### src/usbeh_regs.svh
`ifndef USBEH_REGS_SVH
`define USBEH_REGS_SVH

// ************************************************************
// Register indices (the bus byte address is four times each index)
// ************************************************************
`define USBEH_IDX_EP12_CTRL2   8'h47
`define USBEH_IDX_FUNC_ADDR    8'h48
`define USBEH_IDX_EP0_IRQ      8'h49
`define USBEH_IDX_EP12_IRQ     8'h4A
`define USBEH_IDX_EP0_CTRL     8'h4B
`define USBEH_IDX_EP12_CTRL    8'h4C
`define USBEH_IDX_EP0_STATUS   8'h4D
`define USBEH_ADDR_W           10

// ************************************************************
// Field positions
// ************************************************************
`define USBEH_B_TX_FLAG        7
`define USBEH_B_RX_FLAG        6
`define USBEH_B_TX_IE          3
`define USBEH_B_RX_IE          2
`define USBEH_B_TX_CLR         1
`define USBEH_B_RX_CLR         0
`define USBEH_B_TOGGLE         7
`define USBEH_B_STALL0         6
`define USBEH_B_ENDSEL         6
`define USBEH_B_TXE            5
`define USBEH_B_RXE            4
`define USBEH_B_SEQ_SEEN       7
`define USBEH_B_SETUP_SEEN     6
`define USBEH_B_TXFIRST        5
`define USBEH_B_TXFIRST_CLR    4
`define USBEH_B_EP2_EN         3
`define USBEH_B_EP1_EN         2
`define USBEH_B_EP2_STALL      1
`define USBEH_B_EP1_STALL      0
`define USBEH_B_FUNC_EN        7

// ************************************************************
// Reset values
// ************************************************************
`define USBEH_RST_BYTE         8'h00
`define USBEH_RST_NIB          4'h0
`define USBEH_RST_ADDR         7'h00

`endif

### src/usbeh_pkg.sv
package usbeh_pkg;

    // Handshake that the serial engine must return for a token
    typedef enum logic [1:0] {
        USBEH_HS_ACK   = 2'b00,
        USBEH_HS_NAK   = 2'b01,
        USBEH_HS_STALL = 2'b10,
        USBEH_HS_NONE  = 2'b11
    } usbeh_hs_t;

    // Token kinds delivered by the serial engine
    typedef enum logic [1:0] {
        USBEH_TOK_OUT   = 2'b00,
        USBEH_TOK_IN    = 2'b01,
        USBEH_TOK_SETUP = 2'b10,
        USBEH_TOK_SOF   = 2'b11
    } usbeh_tok_t;

    // Bus slave phases
    typedef enum logic [0:0] {
        USBEH_BUS_IDLE = 1'b0,
        USBEH_BUS_ACK  = 1'b1
    } usbeh_bus_t;

endpackage

### src/usbeh_flag.sv
`timescale 1ns/10ps
`include "usbeh_regs.svh"

// Sticky flag: hardware set wins over a software clear in the same cycle
module usbeh_flag (
    input  wire logic clk,
    input  wire logic rst_b,
    input  wire logic set_i,
    input  wire logic clr_i,
    output logic      flag_q
);
    always_ff @(posedge clk or negedge rst_b) begin
        if (!rst_b) begin
            flag_q <= 1'b0;
        end else if (set_i) begin
            flag_q <= 1'b1;
        end else if (clr_i) begin
            flag_q <= 1'b0;
        end
    end
endmodule

### src/usbeh_wb_slave.sv
`timescale 1ns/10ps
`include "usbeh_regs.svh"

// ************************************************************
// Classic Wishbone slave: one wait state, ack for exactly one cycle
// ************************************************************
module usbeh_wb_slave (
    input  wire logic                     clk,
    input  wire logic                     rst_b,
    input  wire logic                     wb_cyc_i,
    input  wire logic                     wb_stb_i,
    input  wire logic                     wb_we_i,
    input  wire logic [`USBEH_ADDR_W-1:0] wb_adr_i,
    input  wire logic [3:0]               wb_sel_i,
    output logic                          wb_ack_o,
    output logic                          wr_stb,
    output logic                          rd_stb,
    output logic [7:0]                    reg_idx
);
    import usbeh_pkg::*;
    usbeh_bus_t state_q;
    logic       req;

    assign req     = wb_cyc_i && wb_stb_i;
    // Byte address is four times the printed index; low byte lane only
    assign reg_idx = wb_adr_i[`USBEH_ADDR_W-1:2];
    assign wb_ack_o = (state_q == USBEH_BUS_ACK);
    assign wr_stb  = wb_ack_o && wb_we_i && wb_sel_i[0];
    assign rd_stb  = wb_ack_o && !wb_we_i;

    always_ff @(posedge clk or negedge rst_b) begin
        if (!rst_b) begin
            state_q <= USBEH_BUS_IDLE;
        end else begin
            unique case (state_q)
                USBEH_BUS_IDLE: begin
                    if (req) begin
                        state_q <= USBEH_BUS_ACK;
                    end
                end
                USBEH_BUS_ACK: begin
                    state_q <= USBEH_BUS_IDLE;
                end
            endcase
        end
    end
endmodule

### src/usbeh_endpoint.sv
`timescale 1ns/10ps
`include "usbeh_regs.svh"

// Operation
// - EP0 tx flag set on ACKed IN
// - Write 1 clears EP0 tx flag
// - NAK EP0 IN if disabled or flagged
// - EP0 rx flag set on ACKed data
// - Write 1 clears EP0 rx flag
// - NAK EP0 OUT if disabled or flagged
// - EP0 flags raise enabled interrupts
// - Shared EP1/2 tx flag on ACK
// - Write 1 clears shared tx flag
// - NAK EP1/2 IN if disabled or flagged
// - Shared flag raises enabled interrupt
// - EP0 toggle picks DATA1 or DATA0
// - EP0 stall; SETUP clears it
// - EP0 transmit byte count register
// - EP1/2 toggle picks DATA1 or DATA0
// - Select bit steers shared buffer
// - EP1/2 transmit byte count register
// - Received toggle and SETUP status
// - Tx-first flag, write 1 clears
// - Received byte count, reset-immune
// - EP1/EP2 individual enables gate IN
// - EP1/EP2 force stall
// - Function enable and 7-bit address
module usbeh_endpoint (
    input  wire logic                     clk,
    input  wire logic                     rst_b,
    input  wire logic                     wb_cyc_i,
    input  wire logic                     wb_stb_i,
    input  wire logic                     wb_we_i,
    input  wire logic [`USBEH_ADDR_W-1:0] wb_adr_i,
    input  wire logic [3:0]               wb_sel_i,
    input  wire logic [31:0]              wb_dat_i,
    output logic [31:0]                   wb_dat_o,
    output logic                          wb_ack_o,
    input  wire logic                     tok_valid,
    input  wire usbeh_pkg::usbeh_tok_t    tok_kind,
    input  wire logic [6:0]               tok_addr,
    input  wire logic [3:0]               tok_endp,
    output usbeh_pkg::usbeh_hs_t          hs_reply,
    output logic                          tx_data1,
    output logic [3:0]                    tx_len,
    output logic                          tx_ep2,
    input  wire logic                     tx_acked,
    input  wire logic                     rx_done,
    input  wire logic                     rx_data1,
    input  wire logic [3:0]               rx_len,
    output logic [6:0]                    func_address,
    output logic                          irq
);
    import usbeh_pkg::*;

    // ************************************************************
    // Bus access
    // ************************************************************
    logic       wr_stb;
    logic       rd_stb;
    logic [7:0] reg_idx;
    logic [7:0] wd;

    usbeh_wb_slave u_bus (
        .clk      (clk),
        .rst_b    (rst_b),
        .wb_cyc_i (wb_cyc_i),
        .wb_stb_i (wb_stb_i),
        .wb_we_i  (wb_we_i),
        .wb_adr_i (wb_adr_i),
        .wb_sel_i (wb_sel_i),
        .wb_ack_o (wb_ack_o),
        .wr_stb   (wr_stb),
        .rd_stb   (rd_stb),
        .reg_idx  (reg_idx)
    );

    assign wd = wb_dat_i[7:0];

    // ************************************************************
    // Control registers
    // ************************************************************
    logic       ep0_tx_toggle_q;
    logic       ep0_force_stall_q;
    logic       ep0_tx_enable_q;
    logic       ep0_rx_enable_q;
    logic [3:0] ep0_tx_byte_count_q;
    logic       ep12_tx_toggle_q;
    logic       shared_buffer_endpoint_select_q;
    logic       ep12_tx_enable_q;
    logic [3:0] ep12_tx_byte_count_q;
    logic       ep0_tx_irq_enable_q;
    logic       ep0_rx_irq_enable_q;
    logic       ep12_tx_irq_enable_q;
    logic       ep1_enable_q;
    logic       ep2_enable_q;
    logic       ep1_force_stall_q;
    logic       ep2_force_stall_q;
    logic       function_enable_q;
    logic [6:0] function_address_q;
    logic       setup_tok;

    assign setup_tok = tok_valid && (tok_kind == USBEH_TOK_SETUP) && function_enable_q
                       && (tok_addr == function_address_q) && (tok_endp == 4'h0);

    always_ff @(posedge clk or negedge rst_b) begin
        if (!rst_b) begin
            ep0_force_stall_q <= 1'b0;
        end else if (setup_tok) begin
            ep0_force_stall_q <= 1'b0;
        end else if (wr_stb && reg_idx == `USBEH_IDX_EP0_CTRL) begin
            ep0_force_stall_q <= wd[`USBEH_B_STALL0];
        end
    end

    always_ff @(posedge clk or negedge rst_b) begin
        if (!rst_b) begin
            ep0_tx_toggle_q     <= 1'b0;
            ep0_tx_enable_q     <= 1'b0;
            ep0_rx_enable_q     <= 1'b0;
            ep0_tx_byte_count_q <= `USBEH_RST_NIB;
        end else if (wr_stb && reg_idx == `USBEH_IDX_EP0_CTRL) begin
            ep0_tx_toggle_q     <= wd[`USBEH_B_TOGGLE];
            ep0_tx_enable_q     <= wd[`USBEH_B_TXE];
            ep0_rx_enable_q     <= wd[`USBEH_B_RXE];
            ep0_tx_byte_count_q <= wd[3:0];
        end
    end

    always_ff @(posedge clk or negedge rst_b) begin
        if (!rst_b) begin
            ep12_tx_toggle_q                <= 1'b0;
            shared_buffer_endpoint_select_q <= 1'b0;
            ep12_tx_enable_q                <= 1'b0;
            ep12_tx_byte_count_q            <= `USBEH_RST_NIB;
        end else if (wr_stb && reg_idx == `USBEH_IDX_EP12_CTRL) begin
            ep12_tx_toggle_q                <= wd[`USBEH_B_TOGGLE];
            shared_buffer_endpoint_select_q <= wd[`USBEH_B_ENDSEL];
            ep12_tx_enable_q                <= wd[`USBEH_B_TXE];
            ep12_tx_byte_count_q            <= wd[3:0];
        end
    end

    always_ff @(posedge clk or negedge rst_b) begin
        if (!rst_b) begin
            ep0_tx_irq_enable_q  <= 1'b0;
            ep0_rx_irq_enable_q  <= 1'b0;
            ep12_tx_irq_enable_q <= 1'b0;
        end else if (wr_stb && reg_idx == `USBEH_IDX_EP0_IRQ) begin
            ep0_tx_irq_enable_q <= wd[`USBEH_B_TX_IE];
            ep0_rx_irq_enable_q <= wd[`USBEH_B_RX_IE];
        end else if (wr_stb && reg_idx == `USBEH_IDX_EP12_IRQ) begin
            ep12_tx_irq_enable_q <= wd[`USBEH_B_TX_IE];
        end
    end

    always_ff @(posedge clk or negedge rst_b) begin
        if (!rst_b) begin
            ep1_enable_q       <= 1'b0;
            ep2_enable_q       <= 1'b0;
            ep1_force_stall_q  <= 1'b0;
            ep2_force_stall_q  <= 1'b0;
            function_enable_q  <= 1'b0;
            function_address_q <= `USBEH_RST_ADDR;
        end else if (wr_stb && reg_idx == `USBEH_IDX_EP12_CTRL2) begin
            ep1_enable_q      <= wd[`USBEH_B_EP1_EN];
            ep2_enable_q      <= wd[`USBEH_B_EP2_EN];
            ep1_force_stall_q <= wd[`USBEH_B_EP1_STALL];
            ep2_force_stall_q <= wd[`USBEH_B_EP2_STALL];
        end else if (wr_stb && reg_idx == `USBEH_IDX_FUNC_ADDR) begin
            function_enable_q  <= wd[`USBEH_B_FUNC_EN];
            function_address_q <= wd[6:0];
        end
    end

    // ************************************************************
    // Token decode and handshake choice
    // ************************************************************
    logic       for_us;
    logic       ep0_tok;
    logic       ep1_tok;
    logic       ep2_tok;
    logic       is_in;
    logic       is_out;
    usbeh_hs_t  hs_d;

    assign for_us  = tok_valid && function_enable_q && (tok_addr == function_address_q);
    assign ep0_tok = for_us && (tok_endp == 4'h0);
    assign ep1_tok = for_us && (tok_endp == 4'h1);
    assign ep2_tok = for_us && (tok_endp == 4'h2);
    assign is_in   = (tok_kind == USBEH_TOK_IN);
    assign is_out  = (tok_kind == USBEH_TOK_OUT);

    logic ep0_tx_done_flag;
    logic ep0_rx_done_flag;
    logic ep12_tx_done_flag;
    logic tx_before_rx_flag;

    always_comb begin
        hs_d = USBEH_HS_NONE;
        if (ep0_tok && (is_in || is_out)) begin
            if (ep0_force_stall_q) begin
                hs_d = USBEH_HS_STALL;
            end else if (is_in && (!ep0_tx_enable_q || ep0_tx_done_flag)) begin
                hs_d = USBEH_HS_NAK;
            end else if (is_out && (!ep0_rx_enable_q || ep0_rx_done_flag)) begin
                hs_d = USBEH_HS_NAK;
            end else begin
                hs_d = USBEH_HS_ACK;
            end
        end else if (ep0_tok) begin
            hs_d = USBEH_HS_ACK;
        end else if ((ep1_tok || ep2_tok) && (is_in || is_out)) begin
            if ((ep1_tok && ep1_force_stall_q) || (ep2_tok && ep2_force_stall_q)) begin
                hs_d = USBEH_HS_STALL;
            end else if (!is_in || (ep1_tok ? !ep1_enable_q : !ep2_enable_q)) begin
                hs_d = USBEH_HS_NONE;
            end else if (!ep12_tx_enable_q || ep12_tx_done_flag) begin
                hs_d = USBEH_HS_NAK;
            // buffer owned by the other endpoint
            end else if (ep2_tok != shared_buffer_endpoint_select_q) begin
                hs_d = USBEH_HS_NAK;
            end else begin
                hs_d = USBEH_HS_ACK;
            end
        end
    end

    // ************************************************************
    // Reply and packet attributes, held until the next token
    // ************************************************************
    logic last_ep0_q;

    always_ff @(posedge clk or negedge rst_b) begin
        if (!rst_b) begin
            hs_reply   <= USBEH_HS_NONE;
            tx_data1   <= 1'b0;
            tx_len     <= `USBEH_RST_NIB;
            tx_ep2     <= 1'b0;
            last_ep0_q <= 1'b0;
        end else if (tok_valid) begin
            hs_reply   <= hs_d;
            last_ep0_q <= ep0_tok;
            tx_ep2     <= ep2_tok;
            tx_data1   <= ep0_tok ? ep0_tx_toggle_q : ep12_tx_toggle_q;
            tx_len     <= ep0_tok ? ep0_tx_byte_count_q : ep12_tx_byte_count_q;
        end
    end

    // ************************************************************
    // Flags
    // ************************************************************
    logic wr_irq0;
    logic wr_irq1;
    logic wr_stat;
    logic ep0_tx_set;
    logic ep0_rx_set;

    assign wr_irq0    = wr_stb && reg_idx == `USBEH_IDX_EP0_IRQ;
    assign wr_irq1    = wr_stb && reg_idx == `USBEH_IDX_EP12_IRQ;
    assign wr_stat    = wr_stb && reg_idx == `USBEH_IDX_EP0_STATUS;
    assign ep0_tx_set = tx_acked && last_ep0_q;
    assign ep0_rx_set = rx_done && last_ep0_q;

    usbeh_flag u_ep0_tx (
        .clk    (clk),
        .rst_b  (rst_b),
        .set_i  (ep0_tx_set),
        .clr_i  (wr_irq0 && wd[`USBEH_B_TX_CLR]),
        .flag_q (ep0_tx_done_flag)
    );

    usbeh_flag u_ep0_rx (
        .clk    (clk),
        .rst_b  (rst_b),
        .set_i  (ep0_rx_set),
        .clr_i  (wr_irq0 && wd[`USBEH_B_RX_CLR]),
        .flag_q (ep0_rx_done_flag)
    );

    usbeh_flag u_ep12_tx (
        .clk    (clk),
        .rst_b  (rst_b),
        .set_i  (tx_acked && !last_ep0_q),
        .clr_i  (wr_irq1 && wd[`USBEH_B_TX_CLR]),
        .flag_q (ep12_tx_done_flag)
    );

    // tx-first when rx completes over a pending tx flag
    usbeh_flag u_txfirst (
        .clk    (clk),
        .rst_b  (rst_b),
        .set_i  (ep0_rx_set && ep0_tx_done_flag),
        .clr_i  (wr_stat && wd[`USBEH_B_TXFIRST_CLR]),
        .flag_q (tx_before_rx_flag)
    );

    // ************************************************************
    // Receive status; no reset so the last packet survives it
    // ************************************************************
    logic       ep0_rx_toggle_seen_q;
    logic       ep0_setup_seen_q;
    logic [3:0] ep0_rx_byte_count_q;

    always_ff @(posedge clk) begin
        if (ep0_tok) begin
            ep0_setup_seen_q <= (tok_kind == USBEH_TOK_SETUP);
        end
        if (ep0_rx_set) begin
            ep0_rx_toggle_seen_q <= rx_data1;
            ep0_rx_byte_count_q  <= rx_len;
        end
    end

    // ************************************************************
    // Read data and interrupt
    // ************************************************************
    logic [7:0] rd_d;

    always_comb begin
        rd_d = `USBEH_RST_BYTE;
        unique case (reg_idx)
            `USBEH_IDX_EP12_CTRL2: rd_d = {4'h0, ep2_enable_q, ep1_enable_q,
                                           ep2_force_stall_q, ep1_force_stall_q};
            `USBEH_IDX_FUNC_ADDR:  rd_d = {function_enable_q, function_address_q};
            `USBEH_IDX_EP0_IRQ:    rd_d = {ep0_tx_done_flag, ep0_rx_done_flag, 2'b00,
                                           ep0_tx_irq_enable_q, ep0_rx_irq_enable_q, 2'b00};
            `USBEH_IDX_EP12_IRQ:   rd_d = {ep12_tx_done_flag, 3'b000,
                                           ep12_tx_irq_enable_q, 3'b000};
            `USBEH_IDX_EP0_CTRL:   rd_d = {ep0_tx_toggle_q, ep0_force_stall_q,
                                           ep0_tx_enable_q, ep0_rx_enable_q,
                                           ep0_tx_byte_count_q};
            `USBEH_IDX_EP12_CTRL:  rd_d = {ep12_tx_toggle_q, shared_buffer_endpoint_select_q,
                                           ep12_tx_enable_q, 1'b0, ep12_tx_byte_count_q};
            `USBEH_IDX_EP0_STATUS: rd_d = {ep0_rx_toggle_seen_q, ep0_setup_seen_q,
                                           tx_before_rx_flag, 1'b0, ep0_rx_byte_count_q};
            default:               rd_d = `USBEH_RST_BYTE;
        endcase
    end

    // Data comes from a flop; unmapped addresses read zero and writes drop
    always_ff @(posedge clk or negedge rst_b) begin
        if (!rst_b) begin
            wb_dat_o <= 32'h0000_0000;
        end else if (wb_cyc_i && wb_stb_i && !wb_ack_o) begin
            wb_dat_o <= {24'h00_0000, rd_d};
        end
    end

    always_ff @(posedge clk or negedge rst_b) begin
        if (!rst_b) begin
            irq <= 1'b0;
        end else begin
            irq <= (ep0_tx_done_flag && ep0_tx_irq_enable_q)
                 || (ep0_rx_done_flag && ep0_rx_irq_enable_q)
                 || (ep12_tx_done_flag && ep12_tx_irq_enable_q);
        end
    end

    assign func_address = function_address_q;

endmodule

### config.mk
export PLATFORM = sky130hd
export DESIGN_NAME = usbeh_endpoint
export DESIGN_NICKNAME = d
export VERILOG_FILES = /design/src/usbeh_pkg.sv /design/src/usbeh_flag.sv /design/src/usbeh_wb_slave.sv /design/src/usbeh_endpoint.sv
export VERILOG_INCLUDE_DIRS = /design/src
export SDC_FILE = /design/constraint.sdc
export NUM_CORES = 1
export LEC_CHECK = 0
export ABC_CLOCK_PERIOD_IN_PS = 3300
export BUFFER_PORTS_ARGS = -buffer_cell sky130_fd_sc_hd__buf_4
export CORE_MARGIN = 3
export CORE_UTILIZATION = 45
export DETAILED_ROUTE_END_ITERATION = 16
export PLACE_DENSITY = 0.74
export RECOVER_POWER = 25
export SYNTH_ARGS = -nofsm -noshare
export SYNTH_HDL_FRONTEND = slang
export SYNTH_SLANG_ARGS = --single-unit
export TNS_END_PERCENT = 1
### constraint.sdc
create_clock -name clk -period 3.3 [get_ports clk]
set_clock_uncertainty 0.1 [all_clocks]
set_input_delay 0.33 -clock clk [delete_from_list [all_inputs] [get_ports clk]]
set_output_delay 0.33 -clock clk [all_outputs]
set_load 0.05 [all_outputs]
# Word level (Yosys, flattened, before mapping)
# Cells that the tools add are included.
classes:
  n_eq_ne: 13
  reduce_logical: 63
  mux: 26
  bitwise_logic: 3
ops:
  columns: ["operator", "n"]
  rows:
  - ["8-bit by 7-bit == test with 1-bit output (second input constant)", 7]
  - ["8-bit case mux with 7 select lines", 1]
  - ["1-bit logical AND", 37]
  - ["1-bit two-way mux", 17]
  - ["2-bit two-way mux", 6]
  - ["2-bit nonzero test", 5]
  - ["1-bit logical OR", 9]
  - ["1-bit logical NOT", 8]
  - ["7-bit == test", 1]
  - ["4-bit by 1-bit == test with 1-bit output (second input constant)", 1]
  - ["4-bit by 2-bit == test with 1-bit output (second input constant)", 1]
  - ["4-bit logical NOT", 1]
  - ["4-bit two-way mux", 1]
  - ["2-bit AND reduction", 2]
  - ["1-bit inverter", 3]
  - ["2-bit by 1-bit == test with 1-bit output (second input constant)", 1]
  - ["2-bit == test (second input constant)", 1]
  - ["2-bit logical NOT", 1]
  - ["1-bit case mux with 2 select lines", 1]
  - ["1-bit != test", 1]
totals:
  input_bits: 72
  output_inout_bits: 49
  wordCells: 138
  reg_bits: 59

# Depth between registers and ports, before layout
# Gate-level depths: netlist (run 1).
depth:
  ltp_word: 11
  depth_mapped: 6
  ltp_nobuf: 4

# By module
# From an unflattened synthesis (run 1), not the netlist that was laid out.
hier_totals:
  hier_cells: 307
  area_unflattened_um2: 3295.7
modules_own_cells:
  columns: ["module", "area_per_inst_um2", "cells_per_inst", "instances", "seq_area_each_um2"]
  rows:
  - ["usbeh_endpoint", 3040.4, 283, 1, 1383.8]
  - ["usbeh_flag", 36.3, 3, 4, 25.0]
  - ["usbeh_wb_slave", 110.1, 12, 1, 25.0]

# Worst setup path after synthesis (run 1)
# OpenSTA, ideal clock, no wires.
synth_path:
  kind: "input-to-reg"
  start: "input wb_adr_i[9]"
  end: "register ep0_tx_byte_count_q[0]"
  path_buffers: 1
  path_stages: 4
  setup_time_ps: 125
  path_slack_ps: 1200
  required_ps: 3075
  t_arrival_ps: 1875
  cell_sequence: "or4b_1 buf_2 nor4_4 mux2_2"
synth_via:
  elab_chain_cells: 2
synth_rtl:
  columns: ["element", "line", "text"]
  rows:
  - ["start: declaration", "usbeh_endpoint.sv:34", "input wire logic [`USBEH_ADDR_W-1:0] wb_adr_i,"]
  - ["8-bit by 7-bit == test with 1-bit output", null, null]
  - ["1-bit logical AND (no line)", null, null]
  - ["end signal: assignment", "usbeh_endpoint.sv:121", "ep0_tx_byte_count_q <= `USBEH_RST_NIB;"]
  - ["end signal: assignment", "usbeh_endpoint.sv:126", "ep0_tx_byte_count_q <= wd[3:0];"]
  - ["end: declaration", "usbeh_endpoint.sv:87", "logic [3:0] ep0_tx_byte_count_q;"]
# No other way between the ends.
# A chain may end at the register's enable or synchronous reset.

# Worst setup path in the final report (run 1)
layout_path:
  start: "register function_address_q[5] (netlist: func_address[5])"
  end: "register ep0_setup_seen_q, enable pin"
layout_via:
  elab_chain_cells: 3
layout_rtl:
  columns: ["element", "line", "text"]
  rows:
  - ["start: declaration", "usbeh_endpoint.sv:100", "logic [6:0] function_address_q;"]
  - ["start signal: assignment", "usbeh_endpoint.sv:164", "function_address_q <= `USBEH_RST_ADDR;"]
  - ["start signal: assignment", "usbeh_endpoint.sv:172", "function_address_q <= wd[6:0];"]
  - ["7-bit == test", "usbeh_endpoint.sv:187", "assign for_us = tok_valid && function_enable_q && (tok_addr == function_address_q);"]
  - ["1-bit logical AND", "usbeh_endpoint.sv:187", null]
  - ["1-bit logical AND", "usbeh_endpoint.sv:188", "assign ep0_tok = for_us && (tok_endp == 4'h0);"]
  - ["named net ep0_tok", "usbeh_endpoint.sv:180", "logic ep0_tok;"]
  - ["end signal: assignment", "usbeh_endpoint.sv:307", "ep0_setup_seen_q <= (tok_kind == USBEH_TOK_SETUP);"]
  - ["end: declaration", "usbeh_endpoint.sv:302", "logic ep0_setup_seen_q;"]
# The timed path passes the listed nets, and every way through them passes these cells.

==> results of run 1 <==
## per-stage QoR
| step | utilization | setup WS (ns) | hold slack, ns | power [W] | cells |
|---|---|---|---|---|---|
| 2_1_floorplan | - | 1.20 | -0.0656 | 0.000917 | 315 |
| 3_3_place_gp | 0.554 | 0.806 | 0.311 | 0.000976 | 438 |
| 6_report | 0.589 | 1.10 | 0.0919 | 0.00169 | 455 |
| 3_5_place_dp | 0.554 | 0.761 | 0.320 | 0.000979 | 438 |
| 5_1_grt | 0.589 | 0.995 | 0.0756 | 0.00176 | 455 |
| 4_1_cts | 0.590 | 1.13 | 0.0562 | 0.00170 | 455 |
## cell type report
type                    count  share of cell area
clock inverters             3              0.0110
flip-flops and latches     59               0.390
inverters                   6             0.00583
repair buffers             68               0.131
clock buffers              13              0.0466
multi-input cells         213               0.385
well taps                  93              0.0301
## worst paths after layout
kind / slack, ns / startpoint / endpoint / depth (start not counted)
min in group asynchronous: 0.72 / rst_b / last_ep0_q / 2
max in group asynchronous: 1.58 / rst_b / wb_dat_o[6] / 2
worst min register to register: 0.39 / wb_dat_o[1] / wb_dat_o[1] / 2
worst min-delay path: 0.09 / rx_len[3] / ep0_rx_byte_count_q[3] / 1
worst max register to register: 1.10 / func_address[5] / ep0_setup_seen_q / 3
worst max-delay path: 1.10 / func_address[5] / ep0_setup_seen_q / 3
## routing by layer
layer	track usage	part of all wire	vias to the layer above
met5	0	0	-
met4	0.0714	0.016	0
met3	0.0584	0.074	12
met2	0.319	0.47	99
met1	0.259	0.44	1189
li1	-	-	1150
## cell families (layout without fill, tap and decap cells)
family | count (synthesis) | after routing | synth area share
simple gates | 83 | 83 | 0.159
flops | 59 | 59 | 0.477
other cells | 1 | 24 | 0.00118
compound gates | 60 | 60 | 0.128
buf+inv | 43 | 90 | 0.0802
mux | 39 | 39 | 0.136
xor+xnor | 7 | 7 | 0.0194
## state kept, by name, summed over array words and instances, names as in the netlist, 2 cells and up
register,flops
ep0_rx_byte_count_q,4
func_address,7
tx_len,4
hs_reply,2
ep0_tx_byte_count_q,4
wb_dat_o,8
ep12_tx_byte_count_q,4
## layout by cell type (no fill, tap or decap), types with 2 or more instances in the layout
cell / instances
a22o_1: 7
xnor2_1: 7
or3_1: 5
dfstp_2: 2
nand4b_1: 2
nor3b_1: 4
mux2i_1: 7
nand3b_1: 7
clkbuf_4: 5
nor2b_1: 5
inv_1: 6
dfrtp_1: 51
conb_1: 24
nor3_1: 2
o31ai_1: 8
a21oi_1: 9
a2bb2oi_1: 2
buf_4: 60
nand2_1: 21
nor4_2: 2
nor4bb_1: 3
clkbuf_8: 11
nand2b_1: 6
a211oi_1: 2
o21ai_0: 14
mux2_2: 31
nand3_1: 3
nor2_1: 12
clkbuf_1: 2
nand4_1: 3
edfxtp_1: 6
a22oi_1: 2
a21o_1: 2
a31oi_1: 7
## synth_stat cells, types with 4 or more instances
cell type	n
or3_1	5
nand3b_1	7
a21oi_1	9
mux2_2	31
clkbuf_1	10
inv_1	6
mux2i_1	7
nor3b_1	4
o21ai_0	14
xnor2_1	7
dfrtp_1	51
o31ai_1	8
a22o_1	7
nand2_1	21
nor2b_1	5
buf_4	24
edfxtp_1	6
nand2b_1	6
a31oi_1	7
nor2_1	12
## power breakdown
group | internal [W] | switching (W) | leakage (nW)
registers | 0.000741 | 0.00000543 | 0.769
clock network | 0.000435 | 0.000288 | 0.111
logic | 0.0000635 | 0.000155 | 0.897
## worst reg2reg max path, stage by stage (launching register included)
cell and delay, ns:
dfrtp_1 0.43, xnor2_1 0.34, nand4_1 0.48, nor3_1 0.50
==> results_dict.tcl, run 1 <==
set metrics [dict create \
    outcome "completed" \
    track_usage 0.200 \
    cap_violations 0 \
    path_clk_slew_ns 0.07 \
    maxSlewViolCount 0 \
    drive_gt1_frac 0.331 \
    fp-row-count 29 \
    ioPinCount 121 \
    port_buffers 67 \
    yosysTopAreaCellShare 0.403 \
    start_util 0.482 \
    critPathMaxStageDelay_ns 0.50 \
    finalWirelength_mm 7.81 \
    cts_setup_buffers 0 \
    finalCritPeriodShare 0.666 \
    die_x_um 89.9 \
    cts_buffers 9 \
    vias 2450 \
    drc_errors 0 \
    multi_input_area_mm2 0.00149 \
    path_cells "xnor2_1 > nand4_1 > nor3_1" \
    dp_hpwl_mm 5.77 \
    yosysWarningCount 0 \
    worstSetupPathType "flip-flop to flip-flop" \
    num-nets-final 429 \
    syn-cell-area_mm2 0.00317 \
    yosys-top-cells-area "dfrtp_1 (40%), mux2_2 (11%), buf_4 (5.7%)" \
    drt_iter0_markers 179 \
    tns_ns 0 \
    setup_viol 0 \
    async_flop_share 0.898 \
    ys_seq_elements 59 \
    fmax_mhz 455 \
    min_period_ns 2.20 \
    synth-seq-area-share 0.477 \
    cts.htree.levels 3 \
    powerDensity_mw_per_mm2 437 \
    synthCells 292 \
    crit_arrival_ns 2.09 \
    worst_slew_pin_slew_ns 1.32 \
    coreArea_mm2 0.00657 \
    synth-edff-count 6 \
    critPathCaptureType "flip-flop" \
    cts_tree "built" \
    power.leakage_nw 1.78 \
    die_area_mm2 0.00808 \
    cts-root-buf "clkbuf_8" \
    path_buf_inv 0 \
    vias_per_cell 5.38 \
    clk_latency_ns 0.33 \
    crit_required_ns 3.19 \
    path_delay_family "simple AND/OR/NAND/NOR gates" \
    final_area_mm2 0.00387 \
    overflow 0 \
    crit_fanout 13 \
    seqCellArea_mm2 0.00151 \
    ant_nets 0 \
    ir_worst_vdd_mv 0.386 \
    rsz0062_at_grt "false" \
    hp-class "primary input to flip-flop" \
    finalHoldViolCount 0 \
    yosys.area.top_type "dfrtp_1" \
    place_area_mm2 0.00364 \
    grt_pass1_wl_mm 12.7 \
    drtPass1Iterations 4 \
    nFillCells 569 \
    cp_slowest_cell "nor3_1" \
    synth_flop_cell "dfrtp_1" \
    yosysUniqueCellTypes 50 \
    hold_buffers 1 \
    place_congestion 0.822 \
    cts_sinks 59 \
    grt_max_degree 54 \
    start_kind "flip-flop" \
    ctsResizeCount 0 \
    synthToLayoutAreaGrowth_pct 22.1 \
    max-slew-margin-rel 0.118 \
    fp.dieH_um 89.9 \
    grt_pass1_vias 2472 \
    clk_path_buf_depth 2 \
    n_antenna_cell 0 \
    routedWlPerCell_um 17.2 \
    grt_antenna_before_repair 0 \
    avgSynthCellArea_um2 10.8 \
]
No activity file was read; power rests on OpenSTA's default activity.
==> run 2, diff against run 1 <==
- ABC_CLOCK_PERIOD_IN_PS: 3300 -> 1900
- CORE_UTILIZATION: 45 -> 44
- PLACE_DENSITY: 0.74 -> 0.76
- clock period: 3.3 -> 1.9 ns (I/O delays scaled with it)
==> results_dict.tcl, run 2 (same netlist as run 1, synthesis figures left out) <==
set metrics [dict create \
    place_area_mm2 0.00378 \
    largest_register_ffs 8 \
    finalCritPeriodShare 0.909 \
    tns_ns 0 \
    path_buf_inv 3 \
    overflow 0 \
    place_congestion 0.845 \
    cts_tree "built" \
    maxSlewViolCount 0 \
    ir_worst_vdd_mv 0.441 \
    crit_required_ns 2.03 \
    nFillCells 587 \
    routedWlPerCell_um 16.0 \
    min-delay-start "wb_dat_i[2]" \
    setup_viol 0 \
    power.leakage_nw 1.90 \
    drc_errors 0 \
    cp_slowest_cell "or4b_1" \
    whs_path_depth 2 \
    finalHoldViolCount 0 \
    min_period_ns 1.73 \
    finalWirelength_mm 7.76 \
    vias_per_cell 5.21 \
    start_kind "primary input" \
    r2r_slack_ns 0.18 \
    powerDensity_mw_per_mm2 721 \
    cts_sinks 59 \
    worstSetupPathType "primary input to flip-flop" \
    port_buffers 67 \
    n_antenna_cell 0 \
    dp_hpwl_mm 5.89 \
    grt_max_degree 54 \
    vias 2529 \
    cts-root-buf "clkbuf_8" \
    met1_length_mm 3.32 \
    ioPinCount 121 \
    rsz0062_at_grt "false" \
    crit_arrival_ns 1.86 \
    crit_fanout 5 \
    fp-row-count 30 \
    outcome "completed" \
    route.top_layer_used "met4" \
    critPathCaptureType "flip-flop" \
    cap_violations 0 \
    wl_met2_mm 3.81 \
    cts_setup_buffers 0 \
    grt_antenna_before_repair 0 \
    grt_pass1_vias 2525 \
    final_area_mm2 0.00412 \
    path_clk_slew_ns 0.07 \
    grt_pass1_wl_mm 12.6 \
    regMostFlops "wb_dat_o" \
    critPathMaxStageDelay_ns 0.61 \
    cts_buffers 9 \
    dr_wl_met3_um 524 \
    layout_commonest_cell "buf_4" \
    fmax_mhz 579 \
    drtPass1Iterations 4 \
    coreArea_mm2 0.00687 \
    ant_nets 0 \
    track_usage 0.196 \
    num-nets-final 456 \
    worst_slew_pin_slew_ns 0.670 \
    reg2reg_from "function_enable_q" \
    r2r_end "tx_len[2]" \
    synthToLayoutAreaGrowth_pct 30.0 \
    worstRegToRegCells 5 \
    drt_iter0_markers 171 \
    layout_common_cells "buf_4 (76), dfrtp_1 (50), mux2_2 (31)" \
    hp-class "primary input to flip-flop" \
    cts.htree.levels 3 \
    die_x_um 90.8 \
    path_delay_family "simple AND/OR/NAND/NOR gates" \
    fp.dieH_um 90.8 \
    hold_end "ep0_tx_byte_count_q[2]" \
    die_area_mm2 0.00825 \
    clk_latency_ns 0.35 \
    start_util 0.461 \
    path_cells "buf_4 > or4b_1 > buf_4 > nor4_2 > buf_4 > mux2_2" \
    max-slew-margin-rel 0.553 \
    drive_gt1_frac 0.355 \
    cp_common_cell "buf_4" \
    clk_path_buf_depth 2 \
]
[run 2: routing by layer]
metal	up-vias	GRT usage
met2	97	0.321
met3	9	0.0475
met4	0	0.0791
li1	1201	-
met1	1222	0.250
met5	-	0
[run 2: timing repair]
| item | 4_1_cts | 5_1_grt |
|---|---|---|
| endpoints found under the hold margin | 67 | 0 |
| hold buffers | 11 | 0 |
| gates resized for setup | 0 | 1 |
| setup endpoints to repair | 0 | 1 |
[run 2: through the flow]
stage / instances / hold slack, ns / total power [W] / utilization / setup slack (ns)
after detailed placement: 458 / 0.178 / 0.00171 / 0.551 / -0.206
after global routing: 485 / 0.0187 / 0.00308 / 0.599 / 0.0494
after CTS: 485 / 0.00253 / 0.00299 / 0.599 / 0.0592
after floorplan: 315 / -0.206 / 0.00159 / - / -0.00482
after global placement: 458 / 0.170 / 0.00170 / 0.551 / -0.202
final: 485 / 0.0130 / 0.00297 / 0.599 / 0.172
[run 2: layout make-up]
class | instances | area, µm² | share of cell area
repair buffers | 95 | 746 | 0.181
clock inverters | 3 | 42.5 | 0.0103
flip-flops and latches | 59 | 1510 | 0.367
clock buffers | 13 | 180 | 0.0438
well taps | 96 | 120 | 0.0292
inverters | 6 | 22.5 | 0.00547
multi-input cells | 213 | 1490 | 0.363
[run 2: how the worst max path moves through the flow]
| stage | startpoint | end | slack [ns] | depth (start not counted) |
|---|---|---|---|---|
| floorplan | u_bus.wb_ack_o | ep0_tx_byte_count_q[0] | -0.005 | 3 |
| global placement | wb_adr_i[9] | ep0_rx_irq_enable_q | -0.20 | 6 |
| detailed placement | wb_adr_i[9] | ep2_force_stall_q | -0.21 | 6 |
| CTS | function_enable_q | ep0_force_stall_q | 0.06 | 6 |
| global route | function_enable_q | tx_len[2] | 0.05 | 5 |
| finish | wb_adr_i[9] | ep2_enable_q | 0.17 | 6 |
[run 2: power by group]
group	switching [W]	internal (W)
Clock	0.000511	0.000755
Combinational	0.000272	0.000131
Sequential	0.00000962	0.00129
==> run 3, diff against run 2 <==
- PLACE_DENSITY: 0.76 -> not set
- PLACE_DENSITY_LB_ADDON: not set -> 0.25
==> results_dict.tcl, run 3 (same netlist as run 1, synthesis figures left out) <==
set metrics [dict create \
    outcome "completed" \
    fmax_mhz 564 \
    ioPinCount 121 \
    worst_slew_pin_slew_ns 0.684 \
    final_cells 486 \
    track_usage 0.201 \
    clk_latency_ns 0.34 \
    power.share.switching 0.264 \
    drt_iter0_markers 151 \
    met1_length_mm 3.59 \
    path_clk_slew_ns 0.07 \
    multi_input_area_mm2 0.00149 \
    fp.dieH_um 90.8 \
    power.leakage_nw 1.91 \
    die_area_mm2 0.00825 \
    grt_pass1_vias 2556 \
    drc_errors 0 \
    overflow 0 \
    maxSlewViolCount 0 \
    setup_viol 0 \
    vias 2537 \
    n_antenna_cell 0 \
    finalHoldViolCount 0 \
    coreArea_mm2 0.00687 \
    vias_per_cell 5.22 \
    fp-row-count 30 \
    grt_antenna_before_repair 0 \
    drtPass1Iterations 4 \
    place_area_mm2 0.00381 \
    route.top_layer_used "met4" \
    seqCellArea_mm2 0.00151 \
    powerDensity_mw_per_mm2 723 \
    max-slew-margin-rel 0.544 \
    p_total_w 0.00297 \
    finalWirelength_mm 7.97 \
    crit_arrival_ns 1.93 \
    grt_max_degree 54 \
    worstSetupPathType "flip-flop to flip-flop" \
    tns_ns 0 \
    routedWlPerCell_um 16.4 \
    drive_gt1_frac 0.359 \
    synthToLayoutAreaGrowth_pct 29.8 \
    p_sw_w 0.000783 \
    cts.htree.levels 3 \
    die_x_um 90.8 \
    nFillCells 625 \
    regMostFlops "wb_dat_o" \
    cts_buffers 9 \
    ant_nets 0 \
    num-nets-final 457 \
    cts_tree "built" \
    finish.utilization 0.598 \
    dr_wl_met3_um 419 \
    finalCritPeriodShare 0.932 \
    pwr-share-comb 0.136 \
    grt_pass1_wl_mm 13.0 \
    clk_path_buf_depth 2 \
    crit_fanout 10 \
    start_util 0.461 \
    dp_hpwl_mm 6.05 \
    layout_commonest_cell "buf_4" \
    rsz0062_at_grt "false" \
    start_kind "flip-flop" \
    ir_worst_vdd_mv 0.382 \
    intPower_w 0.00219 \
    seqPwrFrac 0.437 \
    layout_common_cells "buf_4 (79), dfrtp_1 (50), mux2_2 (31)" \
    critPathCaptureType "flip-flop" \
    wl_met2_mm 3.87 \
    cts_sinks 59 \
    clockPowerShare 0.427 \
    cap_violations 0 \
    dp.cells 461 \
    port_buffers 67 \
    crit_required_ns 2.06 \
    min_period_ns 1.77 \
    hp-class "primary input to flip-flop" \
    largest_register_ffs 8 \
    place_congestion 0.843 \
    cts-root-buf "clkbuf_8" \
    final_area_mm2 0.00411 \
]
-- run 3: critical path, cell delays in order, from the launching register on --
cell and delay (ns):
dfrtp_1 0.43, xnor2_1 0.29, nand4_1 0.17, buf_4 0.19, or3_1 0.35, a31oi_1 0.17
-- run 3: layout make-up --
class,instances,area share
Sequential cell,59,0.368
Tap cell,96,0.0292
Multi-Input combinational cell,213,0.362
Inverter,6,0.00548
Clock inverter,5,0.0189
Timing Repair Buffer,96,0.182
Clock buffer,11,0.0344
-- run 3: worst paths after layout --
path,startpoint,endpoint,slack (ns),cells after the start
max,func_address[5],tx_len[2],0.13,5
min,wb_dat_i[5],func_address[5],0.009,2
max reg2reg,func_address[5],tx_len[2],0.13,5
min reg2reg,wb_dat_o[2],wb_dat_o[2],0.38,2
max in group asynchronous,rst_b,u_bus.wb_ack_o,0.87,2
min in group asynchronous,rst_b,tx_len[2],0.33,2
-- run 3: layer usage --
| metal | global-route usage | up-vias |
|---|---|---|
| met4 | 0.0704 | 0 |
| met3 | 0.0450 | 9 |
| met1 | 0.270 | 1245 |
| met2 | 0.322 | 69 |
| met5 | 0 | - |
| li1 | - | 1214 |
-- run 3: timing repair --
action,in CTS,in global routing
buffers inserted,0,0
hold buffers,9,0
hold endpoints to repair,61,0
endpoints found under the setup margin,0,0
gates resized for setup,0,0
-- run 3: power groups by stage --
stage	clock [W]	sequential (W)	combinational (W)
CTS	0.00128	0.00130	0.000407
floorplan	0	0.00136	0.000236
detailed placement	0	0.00132	0.000393
global placement	0	0.00132	0.000388
global route	0.00135	0.00130	0.000434
finish	0.00127	0.00130	0.000405
-- run 3: through the flow --
step,hold slack [ns],setup WS (ns)
after CTS,0.00336,0.147
after global placement,0.172,-0.154
after global routing,0.00281,0.0378
after floorplan,-0.206,-0.00482
after detailed placement,0.179,-0.148
final,0.00852,0.128
